**src/include/pioa_consts.svh**
```systemverilog
// Offsets, reset values and fixed figures of the port A block
`ifndef PIOA_CONSTS_SVH
`define PIOA_CONSTS_SVH

// Register offsets, lower 16 bits of the CPU address
`define PIOA_OFF_DIR 16'hFEB9
`define PIOA_OFF_LEVEL 16'hFF59
`define PIOA_OFF_LATCH 16'hFF69
`define PIOA_OFF_PULLUP 16'hFF70
`define PIOA_OFF_ODRAIN 16'hFF77

// Reset values of the writable registers
`define PIOA_RST_DIR 8'h00
`define PIOA_RST_LATCH 8'h00
`define PIOA_RST_PULLUP 8'h00
`define PIOA_RST_ODRAIN 8'h00

// Value returned by a read of the write-only direction register
`define PIOA_DIR_RD_VAL 8'hFF
// Value returned by a read of an unmapped address
`define PIOA_UNMAPPED_RD 8'h00

// Pins 4..0 are address outputs whatever their direction bit in modes 4 and 5
`define PIOA_ADDR_FIXED_W 5
// First pin that feeds an interrupt request line
`define PIOA_IRQ_BASE 4

`endif

```
**src/include/pioa_pkg.sv**
```systemverilog
// Types shared by the port A block
package pioa_pkg;

   // What the operating mode makes of the port pins
   typedef enum logic [1:0] {
      PIOA_CLS_NONE,
      PIOA_CLS_GPIO,
      PIOA_CLS_ADDR_LOW,
      PIOA_CLS_ADDR_ALL
   } pioa_mode_cls_t;

   typedef logic [2:0] pioa_mode_t;
   typedef logic [15:0] pioa_addr_t;
   typedef logic [7:0] pioa_byte_t;

endpackage

```
**src/core/pioa_port.sv**
```systemverilog
// Port A: eight-bit I/O port with address output and interrupt input functions
// What this block does
// - direction register eight bits, write-only, reads undefined
// - direction cleared by power-on and hardware standby
// - modes 1-3,7: direction one output, zero input
// - modes 4,5: pins 4..0 always address outputs
// - modes 4,5: pins 7..5 address per direction
// - mode 6: address output per direction bit
// - standby keep bit holds or floats address pins
// - output latch read/write, cleared by hard resets
// - pin-state register read-only, writes ignored
// - pin-state read: latch if output, else pin
// - pin-state frozen in manual reset, software standby, except during hardware standby
// - pull-up on when input and enable set, modes 1-7
// - modes 4,5 only pull-ups 7..5 work
// - pull-up enables cleared by hard resets only
// - pins feed interrupt requests four to seven
// - registers decoded at fixed 16-bit offsets
// - open-drain select disables high side, modes 1-3,7
// - open-drain select cleared by hard resets only
//
// Strobed register access is this design's own decision.
`timescale 1ns/1ns
`default_nettype none
`include "pioa_consts.svh"

module pioa_port #(
   parameter int PORT_W = 8
) (
   // Clock and power-on reset
   input wire logic CLK,
   input wire logic RST,
   // Chip state: mode and resets/standby
   input wire pioa_pkg::pioa_mode_t MODE,
   input wire logic MAN_RST,
   input wire logic SW_STBY,
   input wire logic STBY_OUT_KEEP,
   input wire logic HW_STBY_PIN,
   // Register port
   input wire pioa_pkg::pioa_addr_t ADDR,
   input wire pioa_pkg::pioa_byte_t WDATA,
   input wire logic WR,
   input wire logic RD,
   output logic [7:0] RDATA,
   // Address lines from the bus controller
   input wire logic [PORT_W-1:0] ADDR_BUS_IN,
   // Port pins
   input wire logic [PORT_W-1:0] PIN_IN,
   output logic [PORT_W-1:0] PIN_OUT,
   output logic [PORT_W-1:0] PIN_OE,
   output logic [PORT_W-1:0] PULLUP_ON,
   // Interrupt request levels four to seven
   output logic [3:0] IRQ_LEVEL
);
   import pioa_pkg::*;

   if (PORT_W != 8) begin : g_bad_width
      $error("pioa_port serves only an eight-bit port");
   end

   logic [PORT_W-1:0] dir_r;
   logic [PORT_W-1:0] latch_r;
   logic [PORT_W-1:0] pullup_r;
   logic [PORT_W-1:0] odrain_r;
   logic [PORT_W-1:0] level_r;
   logic [PORT_W-1:0] level_nxt;
   logic [PORT_W-1:0] pin_meta_r;
   logic [PORT_W-1:0] pin_sync_r;
   logic hw_meta_r;
   logic hw_stby_r;
   logic [PORT_W-1:0] out_nxt;
   logic [PORT_W-1:0] oe_nxt;
   logic [PORT_W-1:0] pull_nxt;
   logic [7:0] rdata_nxt;
   logic hit_dir;
   logic hit_level;
   logic hit_latch;
   logic hit_pullup;
   logic hit_odrain;
   pioa_mode_cls_t cls;

   always_ff @(posedge CLK or posedge RST) begin
      if (RST) begin
         pin_meta_r <= '0;
         pin_sync_r <= '0;
      end else begin
         pin_meta_r <= PIN_IN;
         pin_sync_r <= pin_meta_r;
      end
   end

   // Standby pin is asynchronous too
   always_ff @(posedge CLK or posedge RST) begin
      if (RST) begin
         hw_meta_r <= 1'b0;
         hw_stby_r <= 1'b0;
      end else begin
         hw_meta_r <= HW_STBY_PIN;
         hw_stby_r <= hw_meta_r;
      end
   end

   // Mode 0, the only code left to the default branch, leaves the port an input with no pull-ups
   always_comb begin
      case (MODE)
         3'd1, 3'd2, 3'd3, 3'd7: cls = PIOA_CLS_GPIO;
         3'd4, 3'd5: cls = PIOA_CLS_ADDR_LOW;
         3'd6: cls = PIOA_CLS_ADDR_ALL;
         default: cls = PIOA_CLS_NONE;
      endcase
   end

   assign hit_dir = (ADDR == `PIOA_OFF_DIR);
   assign hit_level = (ADDR == `PIOA_OFF_LEVEL);
   assign hit_latch = (ADDR == `PIOA_OFF_LATCH);
   assign hit_pullup = (ADDR == `PIOA_OFF_PULLUP);
   assign hit_odrain = (ADDR == `PIOA_OFF_ODRAIN);

   always_ff @(posedge CLK or posedge RST) begin
      if (RST) begin
         dir_r <= `PIOA_RST_DIR;
      end else if (hw_stby_r) begin
         dir_r <= `PIOA_RST_DIR;
      end else if (WR && hit_dir) begin
         dir_r <= WDATA;
      end
   end

   always_ff @(posedge CLK or posedge RST) begin
      if (RST) begin
         latch_r <= `PIOA_RST_LATCH;
      end else if (hw_stby_r) begin
         latch_r <= `PIOA_RST_LATCH;
      end else if (WR && hit_latch) begin
         latch_r <= WDATA;
      end
   end

   always_ff @(posedge CLK or posedge RST) begin
      if (RST) begin
         pullup_r <= `PIOA_RST_PULLUP;
      end else if (hw_stby_r) begin
         pullup_r <= `PIOA_RST_PULLUP;
      end else if (WR && hit_pullup) begin
         pullup_r <= WDATA;
      end
   end

   always_ff @(posedge CLK or posedge RST) begin
      if (RST) begin
         odrain_r <= `PIOA_RST_ODRAIN;
      end else if (hw_stby_r) begin
         odrain_r <= `PIOA_RST_ODRAIN;
      end else if (WR && hit_odrain) begin
         odrain_r <= WDATA;
      end
   end

   // output bits show latch, input bits the pin
   assign level_nxt = (dir_r & latch_r) | (~dir_r & pin_sync_r);

   // frozen while manual reset or software standby holds, except during hardware standby
   always_ff @(posedge CLK or posedge RST) begin
      if (RST) begin
         level_r <= '0;
      end else if (hw_stby_r || !(MAN_RST || SW_STBY)) begin
         level_r <= level_nxt;
      end
   end

   // direction reads back undefined; no read path
   always_comb begin
      if (hit_dir) begin
         rdata_nxt = `PIOA_DIR_RD_VAL;
      end else if (hit_level) begin
         rdata_nxt = level_r;
      end else if (hit_latch) begin
         rdata_nxt = latch_r;
      end else if (hit_pullup) begin
         rdata_nxt = pullup_r;
      end else if (hit_odrain) begin
         rdata_nxt = odrain_r;
      end else begin
         rdata_nxt = `PIOA_UNMAPPED_RD;
      end
   end

   // Read data stand only in the cycle after the strobe
   always_ff @(posedge CLK or posedge RST) begin
      if (RST) begin
         RDATA <= 8'h00;
      end else if (RD) begin
         RDATA <= rdata_nxt;
      end else begin
         RDATA <= 8'h00;
      end
   end

   for (genvar i = 0; i < PORT_W; i++) begin : g_pin
      logic addr_sel;
      logic gpio_sel;
      logic pull_ok;
      // low pins fixed address in modes 4,5
      assign addr_sel = ((cls == PIOA_CLS_ADDR_LOW) &&
                         ((i < `PIOA_ADDR_FIXED_W) || dir_r[i])) ||
                        ((cls == PIOA_CLS_ADDR_ALL) && dir_r[i]);
      assign gpio_sel = (cls == PIOA_CLS_GPIO) && dir_r[i];
      // low pull-ups off in modes 4,5
      assign pull_ok = (cls != PIOA_CLS_NONE) &&
                       !((cls == PIOA_CLS_ADDR_LOW) && (i < `PIOA_ADDR_FIXED_W));
      always_comb begin
         out_nxt[i] = latch_r[i];
         oe_nxt[i] = 1'b0;
         if (hw_stby_r) begin
            oe_nxt[i] = 1'b0;
         end else if (addr_sel) begin
            // standby keeps or floats address pins
            if (SW_STBY) begin
               out_nxt[i] = PIN_OUT[i];
               oe_nxt[i] = STBY_OUT_KEEP;
            end else begin
               out_nxt[i] = ADDR_BUS_IN[i];
               oe_nxt[i] = 1'b1;
            end
         end else if (gpio_sel) begin
            oe_nxt[i] = !(odrain_r[i] && latch_r[i]);
         end
      end
      assign pull_nxt[i] = !hw_stby_r && !dir_r[i] && pullup_r[i] && pull_ok;
   end

   // Pin drive registered so pins never glitch on mode or strobe changes
   always_ff @(posedge CLK or posedge RST) begin
      if (RST) begin
         PIN_OUT <= '0;
         PIN_OE <= '0;
         PULLUP_ON <= '0;
      end else begin
         PIN_OUT <= out_nxt;
         PIN_OE <= oe_nxt;
         PULLUP_ON <= pull_nxt;
      end
   end

   // synchronised pins 7..4 feed the interrupt requests
   assign IRQ_LEVEL = pin_sync_r[`PIOA_IRQ_BASE +: 4];
endmodule
`default_nettype wire

```
**config.mk**
```make
export PLATFORM = sky130hd
export DESIGN_NAME = pioa_port
export DESIGN_NICKNAME = d
export VERILOG_FILES = /design/src/include/pioa_pkg.sv /design/src/core/pioa_port.sv
export VERILOG_INCLUDE_DIRS = /design/src /design/src/include
export SDC_FILE = /design/constraint.sdc
export NUM_CORES = 1
export LEC_CHECK = 0
export BUFFER_PORTS_ARGS = -buffer_cell sky130_fd_sc_hd__buf_2
export CAP_MARGIN = 15
export CORE_MARGIN = 4
export CORE_UTILIZATION = 30
export CTS_CLUSTER_DIAMETER = 40
export DETAILED_ROUTE_END_ITERATION = 6
export SETUP_SLACK_MARGIN = 0.4
export SLEW_MARGIN = 20
export SYNTH_ARGS = -nofsm -noshare
export SYNTH_HDL_FRONTEND = slang
export SYNTH_SLANG_ARGS = --single-unit
```
**constraint.sdc**
```tcl
create_clock -name CLK -period 2.6 [get_ports CLK]
set_clock_uncertainty 0.2 [all_clocks]
set_input_delay 0.13 -clock CLK [delete_from_list [all_inputs] [get_ports CLK]]
set_output_delay 0.13 -clock CLK [all_outputs]
set_load 0.005 [all_outputs]
```
==> flow_summary.ini <==
[placement]
preCtsSetupSlack_ns = 0.5864
port_buffers = 86
place.gp.congestion = 0.9230
dpl.hpwl_mm = 9.392

[timing]
fin_tns_setup_ns = 0
setup_viol = 0
worst_slack_ns = 0.6417
drv_slew = 0
min_period_over_period_pct = 75.32
max-slew-margin-rel_pct = 31.35
rsz0062_at_grt = no
max_freq_ghz = 0.5106
hold_viol_final = 0
worst_pin_slew_ns = 1.023
finalCriticalPeriod_ns = 1.958

[floorplanning]
dieHeight_um = 125.4
initial_core_util_pct = 30.95
fp.coreArea_um2 = 13350
io_pins = 87
die_area_um2 = 15710
rows = 42
die_w_um = 125.4

[synth]
ys.flop_type = dfrtp_1
ys_top_cells_by_count = 90 x dfrtp_1, 62 x a21oi_1, 52 x nand3_1
yosys_register_bits = 90
synth_top_area_share_pct = 54.51
yosys.area.top_type = dfrtp_1
syn_inst = 419
synth.avg_cell_area_um2 = 9.860
syn-num-nets = 470
syn_area_um2 = 4131
synth_most_common_cell = dfrtp_1
synthArstFlopShare_pct = 100.0
yosys_warnings = 0
yosysUniqueCellTypes = 39
synth_edf_count = 0
seq_area_frac_synth_pct = 54.51
synthTopCellsByArea = dfrtp_1 55%, a21oi_1 7.5%, nand3_1 6.3%

[finish]
fillers = 1354
diodes = 0
multi_input_area_um2 = 1703
seq_area_um2 = 2252
drive_gt1_share_pct = 22.56
area_delta_synth_final_pct = 27.10
nets = 569

[routing]
wire_per_inst_um = 18.48
firstDrtPassIters = 5
route.vias.total = 3732
wirelength_mm = 12.92
drc = 0
drt_iter0_drc = 338
routed_via_density = 5.339
drtAntennaViolNets = 0

[power_and_ir_drop]
p_sw_uw = 723.3
p_per_area_nw_per_um2 = 557.8
ir_drop_v = 0.0002415
p_sw_share_pct = 24.69
p_seq_share_pct = 49.4
p_leak_uw = 0.002246
p_clk_share_pct = 42.2
pwr-share-comb_pct = 8.4
p_int_uw = 2206

[critical_path]
critPathSlowestCell = or4b_2
worstPathCellList = or4b_2 -> a211oi_1 -> o21ai_0 -> a21oi_1
max_stage_delay_ns = 0.60
worstPathArrival_ns = 2.02
reg2reg_depth = 4
worstSetupPathType = flop to flop
worst_setup_path_end_kind = flop
cp_top_family = compound AO/OA/AOI/OAI gates
required_ns = 2.66
startpoint_type = flop
path_depth = 4
cp_max_fo = 3
critPathBufInv = 0

[global_routing]
grt_pass1_vias = 3585
grt_pass1_wl_mm = 20.51
antenna_found_initial = 0
grt_overflow = 0
grt_max_degree = 45
track_usage_pct = 16.70

[cts]
cts_resized = 0
cts.clk_slew.worst_paths_ns = 0.07
cts_tree = yes
h-tree-depth = 3
clock_latency_ns = 0.34
clock_sinks = 90
numCtsBuffers = 9
cts_buffer_depth = 2
clockRootBuffer = clkbuf_16

[worst_hold_path]
holdCritPathClass = primary input to flop
holdPathStages = 3

[status]
status = completed

[flow_run]
cap_violations = 0
[cells in the final DEF (no fill, tap or decap), types with 5 or more instances in the layout]
| cell type | Yosys | routed |
|---|---|---|
| a211oi_1 | 7 | 7 |
| a21oi_1 | 62 | 62 |
| a31oi_1 | 7 | 7 |
| and3_1 | 5 | 5 |
| buf_2 | 3 | 86 |
| buf_4 | 5 | 6 |
| clkbuf_16 | 0 | 9 |
| dfrtp_1 | 90 | 90 |
| dlygate4sd3_1 | 0 | 27 |
| inv_1 | 7 | 6 |
| mux2i_1 | 16 | 16 |
| nand2_1 | 19 | 19 |
| nand3_1 | 52 | 52 |
| nand4_1 | 10 | 10 |
| nor2_1 | 11 | 11 |
| nor3b_1 | 6 | 6 |
| o21ai_0 | 45 | 45 |
| o31ai_1 | 7 | 7 |
| or4b_2 | 6 | 6 |
[worst paths after layout]
kind,start,slack [ns],endpoint
worst min register to register,pin_meta_r[5],0.14,pin_sync_r[5]
worst max-delay path,pullup_r[2],0.64,RDATA[2]
worst max register to register,pullup_r[2],0.64,RDATA[2]
worst min-delay path,ADDR_BUS_IN[1],0.03,PIN_OUT[1]
min in group asynchronous,RST,0.20,PULLUP_ON[0]
max in group asynchronous,RST,1.32,PIN_OUT[2]
[kinds of logic after synthesis]
| logic type | share of synthesized area (%) |
|---|---|
| DFF | 54.51 |
| muxes | 3.876 |
| AOI/OAI and AO/OA | 18.08 |
| buffers and inverters | 4.270 |
| and+or+nand+nor | 19.26 |
[timing repair]
action / 4_1_cts / 5_1_grt
setup endpoints to repair: 0 / 0
endpoints found under the hold margin: 85 / 0
setup buffers: 0 / 0
hold buffers: 27 / 0
[through the flow]
stage	instances	util [%]	cell area, um2	power (uW)	hold WS [ns]
final	699	39.34	5251	2929	0.03067
after global routing	699	39.34	5251	3056	0.05046
after global placement	656	35.22	4701	1682	0.03780
after detailed placement	656	35.22	4701	1689	0.03483
after floorplan	419	-	4135	1593	-0.03857
after CTS	699	39.34	5251	2951	0.02950
[per-layer routing]
layer  GRT usage (%)  part of all wire, %
met1           23.59                   44
met4           6.186                  2.4
met5               0                    0
met3           3.753                  6.3
met2           25.18                   47
[sequential cells by signal (all words and copies together) (netlist names), 8 cells and up]
register	cells
PIN_OE	8
PIN_OUT	8
PULLUP_ON	8
RDATA	8
dir_r	8
latch_r	8
level_r	8
odrain_r	8
pin_meta_r	8
pin_sync_r	8
pullup_r	8
[layout make-up]
class	count	share of cell area [%]
multi-input combinational	290	32.43
clock buffer	10	4.551
inverter	7	0.5718
clock inverter	6	0.7863
sequential	90	42.89
timing repair buffer	120	14.58
tap	176	4.193
[tightest hold or removal path: stages]
cell	delay (ns)
buf_2	0.08
mux2i_1	0.07
a41oi_1	0.24
[power by group through the flow]
stage | Combinational [uW] | Clock (uW) | Sequential (uW)
after global routing | 274 | 1330 | 1450
after CTS | 246 | 1260 | 1450
after global placement | 209 | 0 | 1470
final | 245 | 1240 | 1450
after detailed placement | 215 | 0 | 1470
after floorplan | 124 | 0 | 1470
Note: power is estimated with default switching activity, not from simulation.
